--- config.mk ---
export PLATFORM = sky130hd
export DESIGN_NAME = mif_irq_flags
export DESIGN_NICKNAME = d
export VERILOG_FILES = /design/src/mif_wave_mux.v /design/src/mif_irq_flags.v
export VERILOG_INCLUDE_DIRS = /design/src
export SDC_FILE = /design/constraint.sdc
export NUM_CORES = 1
export LEC_CHECK = 0
export BUFFER_PORTS_ARGS = -buffer_cell sky130_fd_sc_hd__buf_2
export CORE_MARGIN = 5
export CORE_UTILIZATION = 42
export CTS_BUF_LIST = sky130_fd_sc_hd__clkbuf_8
export DETAILED_ROUTE_END_ITERATION = 8
export GPL_TIMING_DRIVEN = 1
export PLACE_DENSITY = 0.77
export SLEW_MARGIN = 20
export SYNTH_ARGS = -nofsm -noshare
export SYNTH_HDL_FRONTEND = slang
export SYNTH_SLANG_ARGS = --single-unit
--- constraint.sdc ---
create_clock -name clk -period 1.6 [get_ports clk]
set_clock_uncertainty 0.05 [all_clocks]
set_input_delay 0.48 -clock clk [delete_from_list [all_inputs] [get_ports clk]]
set_output_delay 0.48 -clock clk [all_outputs]
set_load 0.03 [all_outputs]
--- src/mif_consts.vh ---
/*
 * Constants for the meter interrupt flag block: register addresses,
 * flag bit positions and mode field positions.
 * Assumes inclusion by bare name from the block's design files.
 */
`ifndef MIF_CONSTS_VH
`define MIF_CONSTS_VH

// ==========================================================
// Register addresses
`define MIF_ADDR_ENABLE      8'h0A
`define MIF_ADDR_STATUS      8'h0B
`define MIF_ADDR_STATUS_CLR  8'h0C

// ==========================================================
// Flag bit positions
`define MIF_BIT_EHALF  0
`define MIF_BIT_DIP    1
`define MIF_BIT_CYC    2
`define MIF_BIT_WAVE   3
`define MIF_BIT_ZCROSS 4
`define MIF_BIT_TEMP   5
`define MIF_BIT_RST    6
`define MIF_NFLAGS     7

// ==========================================================
// Mode field positions and reset values
`define MIF_WSRC_LSB    13
`define MIF_WSRC_MSB    14
`define MIF_POSONLY_BIT 15
`define MIF_ENABLE_RST  16'h0000
`define MIF_MODE_RST    3'h0

// ==========================================================
// Waveform source codes
`define MIF_SRC_POWER   2'h0
`define MIF_SRC_RSVD    2'h1
`define MIF_SRC_CURR    2'h2
`define MIF_SRC_VOLT    2'h3

`endif

--- src/mif_wave_mux.v ---
/*
 * Waveform sample source selector and positive-only power gate.
 * Assumes samples are already aligned to 24 bits and synchronous to clk.
 */
`timescale 1ns/1ps
`include "mif_consts.vh"

module mif_wave_mux #(
    parameter W = 24
) (
    input  wire         clk,           // System clock
    input  wire         rstn,          // Synchronous reset, active low
    input  wire [1:0]   wave_sel,      // Waveform source select
    input  wire         pos_only,      // Positive-only accumulate
    input  wire [W-1:0] power_in,      // Filtered active power
    input  wire [W-1:0] curr_in,       // Current channel sample
    input  wire [W-1:0] volt_in,       // Voltage channel sample
    output reg  [W-1:0] wave_r,        // Selected waveform sample
    output reg  [W-1:0] accum_pwr_r    // Power toward accumulation
);

    // ==========================================================
    // Source selection
    always @(posedge clk) begin
        if (!rstn) begin
            wave_r <= {W{1'b0}};
        end else begin
            case (wave_sel)
                `MIF_SRC_POWER: wave_r <= power_in;
                `MIF_SRC_CURR:  wave_r <= curr_in;
                `MIF_SRC_VOLT:  wave_r <= volt_in;
                default:        wave_r <= {W{1'b0}}; // Reserved code reads zero
            endcase
        end
    end

    // ==========================================================
    // Negative power dropped when positive-only is set
    always @(posedge clk) begin
        if (!rstn) begin
            accum_pwr_r <= {W{1'b0}};
        end else if (pos_only && power_in[W-1]) begin
            accum_pwr_r <= {W{1'b0}};
        end else begin
            accum_pwr_r <= power_in;
        end
    end

endmodule // mif_wave_mux

--- src/mif_irq_flags.v ---
/*
 * Interrupt flag, enable and request logic of the metering device,
 * with waveform source select and positive-only accumulate mode bits.
 * Assumes a register port (address, read/write strobes) decoded from
 * the serial interface, and metering event pulses synchronous to clk.
 */
// Overview of operation
// - A two-bit field picks the waveform source: power, reserved, current or voltage.
// - With positive-only set, only positive power reaches the energy accumulation; it resets to zero.
// - Each internal event other than zero-cross sets its matching sticky status flag.
// - The request output is low while any set flag other than reset-done has its enable bit set.
// - The half-full flag sets on a zero-to-one change of the energy accumulator's top bit.
// - The dip flag sets on a voltage sag or on missing zero crossings.
// - The cycle-done flag sets when accumulation over the half-cycle count completes.
// - The waveform sample flag sets each time a new sample is loaded.
// - The zero-cross status bit follows the zero-crossing logic output.
// - The temperature flag sets when a new conversion result is written.
// - The reset-done flag sets after any reset and never drives the request.
`timescale 1ns/1ps
`include "mif_consts.vh"

module mif_irq_flags #(
    parameter W = 24
) (
    input  wire         clk,              // 20 MHz system clock
    input  wire         rstn,             // Synchronous reset, active low
    input  wire         sw_reset,         // Software reset pulse
    input  wire [7:0]   reg_addr,         // Register address
    input  wire         reg_wr,           // Write strobe
    input  wire         reg_rd,           // Read strobe
    input  wire [15:0]  reg_wdata,        // Write data
    output reg  [15:0]  reg_rdata_r,      // Read data
    input  wire [W-1:0] active_energy_accum, // Energy accumulator value
    input  wire         sag_event,        // Voltage sag detected
    input  wire         zc_timeout,       // Missing zero crossings
    input  wire         line_cycle_done,  // Half-cycle count reached
    input  wire         zero_cross_in,    // Zero-crossing logic output
    input  wire         temp_written,     // Temperature result written
    input  wire [W-1:0] power_lowpass_output, // Filtered active power
    input  wire [W-1:0] curr_sample,      // Current channel sample
    input  wire [W-1:0] volt_sample,      // Voltage channel sample
    input  wire         wave_strobe,      // Waveform update tick
    input  wire [2:0]   mode_wdata,       // Mode bits 15..13 to load
    input  wire         mode_wr,          // Mode bits write strobe
    output wire [1:0]   waveform_source_select, // Current source code
    output wire         positive_only_accumulate, // Mode bit state
    output wire [W-1:0] waveform_data,    // Waveform register
    output wire [W-1:0] accum_power,      // Power into accumulation
    output wire         irq_n,            // Interrupt request, active low
    output wire         irq_oe            // Open-drain enable
);

    reg  [15:0]             irq_enable_mask_r;
    reg  [`MIF_NFLAGS-1:0]  flags_r;
    reg  [`MIF_NFLAGS-1:0]  flags_nxt;
    reg  [2:0]              mode_r;
    reg                     ae_msb_r;
    reg                     wave_load_r;
    reg                     rst_done_r;
    wire [`MIF_NFLAGS-1:0]  events;
    wire [`MIF_NFLAGS-1:0]  clr_mask;
    wire                    rd_clr;
    wire                    irq_active;
    wire                    sel_enable;
    wire                    sel_status;
    wire                    sel_clear;

    // ==========================================================
    // Address decoding, shared by the write and read paths
    function hit_addr;
        input [7:0] addr;
        input [7:0] target;
        begin
            hit_addr = (addr == target);
        end
    endfunction

    // Status and clearing addresses return the same word
    assign sel_enable = hit_addr(reg_addr, `MIF_ADDR_ENABLE);
    assign sel_status = hit_addr(reg_addr, `MIF_ADDR_STATUS);
    assign sel_clear  = hit_addr(reg_addr, `MIF_ADDR_STATUS_CLR);

    // ==========================================================
    // Mode bits
    always @(posedge clk) begin
        if (!rstn || sw_reset) begin
            mode_r <= `MIF_MODE_RST;
        end else if (mode_wr) begin
            mode_r <= mode_wdata;
        end
    end

    assign waveform_source_select   = mode_r[1:0];
    assign positive_only_accumulate = mode_r[2];

    mif_wave_mux #(.W(W)) u_wave (
        .clk         (clk),
        .rstn        (rstn),
        .wave_sel    (waveform_source_select),
        .pos_only    (positive_only_accumulate),
        .power_in    (power_lowpass_output),
        .curr_in     (curr_sample),
        .volt_in     (volt_sample),
        .wave_r      (waveform_data),
        .accum_pwr_r (accum_power)
    );

    // ==========================================================
    // Event detection
    always @(posedge clk) begin
        if (!rstn || sw_reset) begin
            ae_msb_r    <= 1'b0;
            wave_load_r <= 1'b0;
            rst_done_r  <= 1'b1;
        end else begin
            ae_msb_r    <= active_energy_accum[W-1];
            wave_load_r <= wave_strobe;
            rst_done_r  <= 1'b0;
        end
    end

    // Wave flag lags strobe one cycle so it marks the loaded sample
    assign events[`MIF_BIT_EHALF]  = active_energy_accum[W-1] && !ae_msb_r;
    assign events[`MIF_BIT_DIP]    = sag_event || zc_timeout;
    assign events[`MIF_BIT_CYC]    = line_cycle_done;
    assign events[`MIF_BIT_WAVE]   = wave_load_r;
    // Zero-cross bit is live state, overridden below
    assign events[`MIF_BIT_ZCROSS] = 1'b0;
    assign events[`MIF_BIT_TEMP] = temp_written;
    assign events[`MIF_BIT_RST]  = rst_done_r;

    // ==========================================================
    // Status flags
    assign rd_clr   = reg_rd && sel_clear;
    assign clr_mask = rd_clr ? flags_r : {`MIF_NFLAGS{1'b0}};

    always @* begin
        flags_nxt = (flags_r & ~clr_mask) | events;
        flags_nxt[`MIF_BIT_ZCROSS] = zero_cross_in;
    end

    always @(posedge clk) begin
        if (!rstn || sw_reset) begin
            flags_r <= {`MIF_NFLAGS{1'b0}};
        end else begin
            flags_r <= flags_nxt;
        end
    end

    // ==========================================================
    // Enable register and read port
    always @(posedge clk) begin
        if (!rstn || sw_reset) begin
            irq_enable_mask_r <= `MIF_ENABLE_RST;
        end else if (reg_wr && sel_enable) begin
            irq_enable_mask_r <= reg_wdata;
        end
    end

    always @(posedge clk) begin
        if (!rstn) begin
            reg_rdata_r <= 16'h0000;
        end else if (reg_rd) begin
            if (sel_enable) begin
                reg_rdata_r <= irq_enable_mask_r;
            end else if (sel_status || sel_clear) begin
                reg_rdata_r <= {{(16-`MIF_NFLAGS){1'b0}}, flags_r};
            end else begin
                reg_rdata_r <= 16'h0000;
            end
        end
    end

    // ==========================================================
    // Request output; reset-done bit excluded from the enable gate
    assign irq_active = |(flags_r[`MIF_BIT_RST-1:0]
                          & irq_enable_mask_r[`MIF_BIT_RST-1:0]);
    assign irq_n  = ~irq_active;
    assign irq_oe = irq_active;

endmodule // mif_irq_flags

==> metrics <==
status complete, but fails checks; failing checks setup timing; DRT iter0 DRCs about 160; grt peak-use layer met2; CTS buffer count 9; clock-pin slew on the worst setup and hold paths approximately 0.090 ns; worst path cell trace a22oi_2, nand3_2, inv_2, buf_6; fin util 0.589; Peak supply drop just under 400 uV; via count roughly 3.7k; mean routed wirelength per cell ~15 um; drt drc 0; clk_lat worst skew between 0.3 and 0.4 ns; met1 GRT Util 0.229; hpwl dp 8380 um; average size of a mapped cell 9.48 um^2; register area share after synthesis 0.484; share of cells above drive strength 1 0.404; GRT Total Usage 0.187; total of max-cap violations 0; critical path's slowest cell dfxtp_2; cts hold-fix bufs 0; Arr. time, crit path around 1.2 ns; Pwr Total approximately 4.7 mW; ANT nets after route 0; most frequent cells after synthesis 93 x dfxtp_1, 51 x and2_1, 43 x mux2i_1, 40 x nand2_1, 35 x o21ai_0; asr flop ratio synth 0; Core Area between 9000 and 10000 um^2; number of synthesized flops with an enable pin 0; Die ar. about 11000 um^2; #FFs+latches synth 93; row count 35; Max Clk Rate ~0.58 GHz; CTS tree yes; Crit path required time about 1.1 ns; H-tree levels 3; post-synthesis cell area 3850 um^2; Pwr Density 877 nW/um^2; Setup Viol. Count Final 2; Critical Path Source Type flop; Final nets 737; ys flop type dfxtp_1; RSZ-0062 raised after global routing yes; Worst Setup End Kind primary output; CTS sink cnt 93; initial antenna violation count 0; maximum fanout along the worst path 2; Vias/cell slightly above 5; Detailed Route WL ~11000 um; setup ws final -0.115 ns; Clock Path Buffers 2; slew margin rel. 0.509; Gate Count Post-Synth just over 400; I/O pin count a little over 200; grt met3 use 0.0435; top cell type's share of synthesized area 0.484; Slew @ Worst Pin 0.734 ns; type of the most critical hold path in2reg; met2 Resource Use GR 0.326; Post-Syn Nets 541; vias in the first global route around 3.5k; final instance area between 5000 and 6000 um^2; final hold violations 0; Syn-to-layout area delta 38.7%; dpl cell area around 5000 um^2; Final Cycle Share 1.07; first-pass GRT wire length about 17000 um; Max Slew Vio Count 0; Initial Util 0.425; Distinct cells, synth 32; top cell type by total area after synthesis dfxtp_1; Crit Path Category reg2out; die width 106 um; top cells by area, synth dfxtp_1 48%, mux2i_1 11%, and2_1 8.3%; Clk Tree Root Cell clkbuf_8; gr ovfl total 0; chip height about 110 um; drt first pass iters 4; final hold slack between 0.2 and 0.3 ns; Diodes inserted 0; GP Congestion 0.864; PortBufs 180; leading cell type by number of instances after synthesis dfxtp_1; TNS Setup -0.228 ns; Lkg Pwr between 2 and 3 nW; slowest stage delay, CP approximately 0.34 ns; minimum clock period approximately 1.7 ns; largest net degree at the start of global routing 35; Synth warnings 0
==> layout by cell type (no fill, tap or decap), types with 8 or more instances in the layout <==
master | Yosys | routed
a21boi_0 | 10 | 9
nand3_1 | 25 | 24
and2_1 | 51 | 51
dfxtp_1 | 93 | 88
nand2b_1 | 10 | 10
o21ai_0 | 35 | 35
buf_4 | 1 | 29
mux2i_1 | 43 | 43
nor2_1 | 8 | 8
clkbuf_8 | 0 | 9
buf_2 | 2 | 177
nand2_1 | 40 | 40
nand4_1 | 16 | 16
==> worst max-delay path, delay by kind of cell, from the launching register on <==
| kind | cells | cell delay [ns] |
|---|---|---|
| DFF | 1 | 0.34 |
| buffers and inverters | 2 | 0.19 |
| AOI/OAI and AO/OA | 1 | 0.20 |
| and+or+nand+nor | 1 | 0.12 |
==> kinds of logic after synthesis <==
group                  synth area share
buffers and inverters            0.0348
DFF                               0.484
AOI/OAI and AO/OA                 0.123
muxes                             0.112
and+or+nand+nor                   0.247
==> flip-flops by register name, indices dropped and copies added, names as in the netlist <==
register	cells
u_wave.accum_pwr_r	24
mode_r	3
wave_load_r	1
irq_enable_mask_r	16
u_wave.wave_r	24
rst_done_r	1
reg_rdata_r	16
ae_msb_r	1
flags_r	7
==> layer usage <==
layer / vias up / wire length [um]
met4: 0 / 125
met2: 147 / 5590
met3: 10 / 661
met1: 1685 / 4480
li1: 1811 / -
met5: - / 0
==> worst paths after layout <==
kind	from	to	slack (ns)	cells after the start
worst max-delay path	irq_enable_mask_r[4]	irq_n	-0.12	4
worst min-delay path	zero_cross_in	flags_r[4]	0.28	2
worst max register to register	mode_r[1]	u_wave.wave_r[0]	0.25	5
worst min register to register	irq_enable_mask_r[15]	irq_enable_mask_r[15]	0.41	2
==> area by class of cell <==
class,instances,area [um^2]
clock buffers,9,124
clock inverters,7,73.8
fillers,782,3730
inverters,3,11.3
multi-input cells,281,1880
flip-flops and latches,93,1870
well taps,111,139
repair buffers,214,1240
==> repair_timing <==
| item | 4_1_cts | 5_1_grt |
|---|---|---|
| gates cloned | 0 | 0 |
| endpoints found under the setup margin | 3 | 3 |
| pin swaps | 2 | 1 |
| buffers inserted | 1 | 3 |
| resized for setup | 10 | 3 |
==> where the power goes <==
part / internal (mW) / leakage, nW / switching (mW) / total [mW]
logic: 0.298 / 1.66 / 0.403 / 0.701
registers: 2.40 / 0.767 / 0.0279 / 2.43
clock network: 0.728 / 0.0937 / 0.822 / 1.55
==> stage by stage <==
stage,std cells,setup WS (ns)
3_3_place_gp,698,-0.156
6_report,718,-0.115
4_1_cts,715,-0.136
3_5_place_dp,698,-0.179
2_1_floorplan,406,-0.0962
5_1_grt,718,-0.165
No activity file was read; power rests on OpenSTA's default activity.
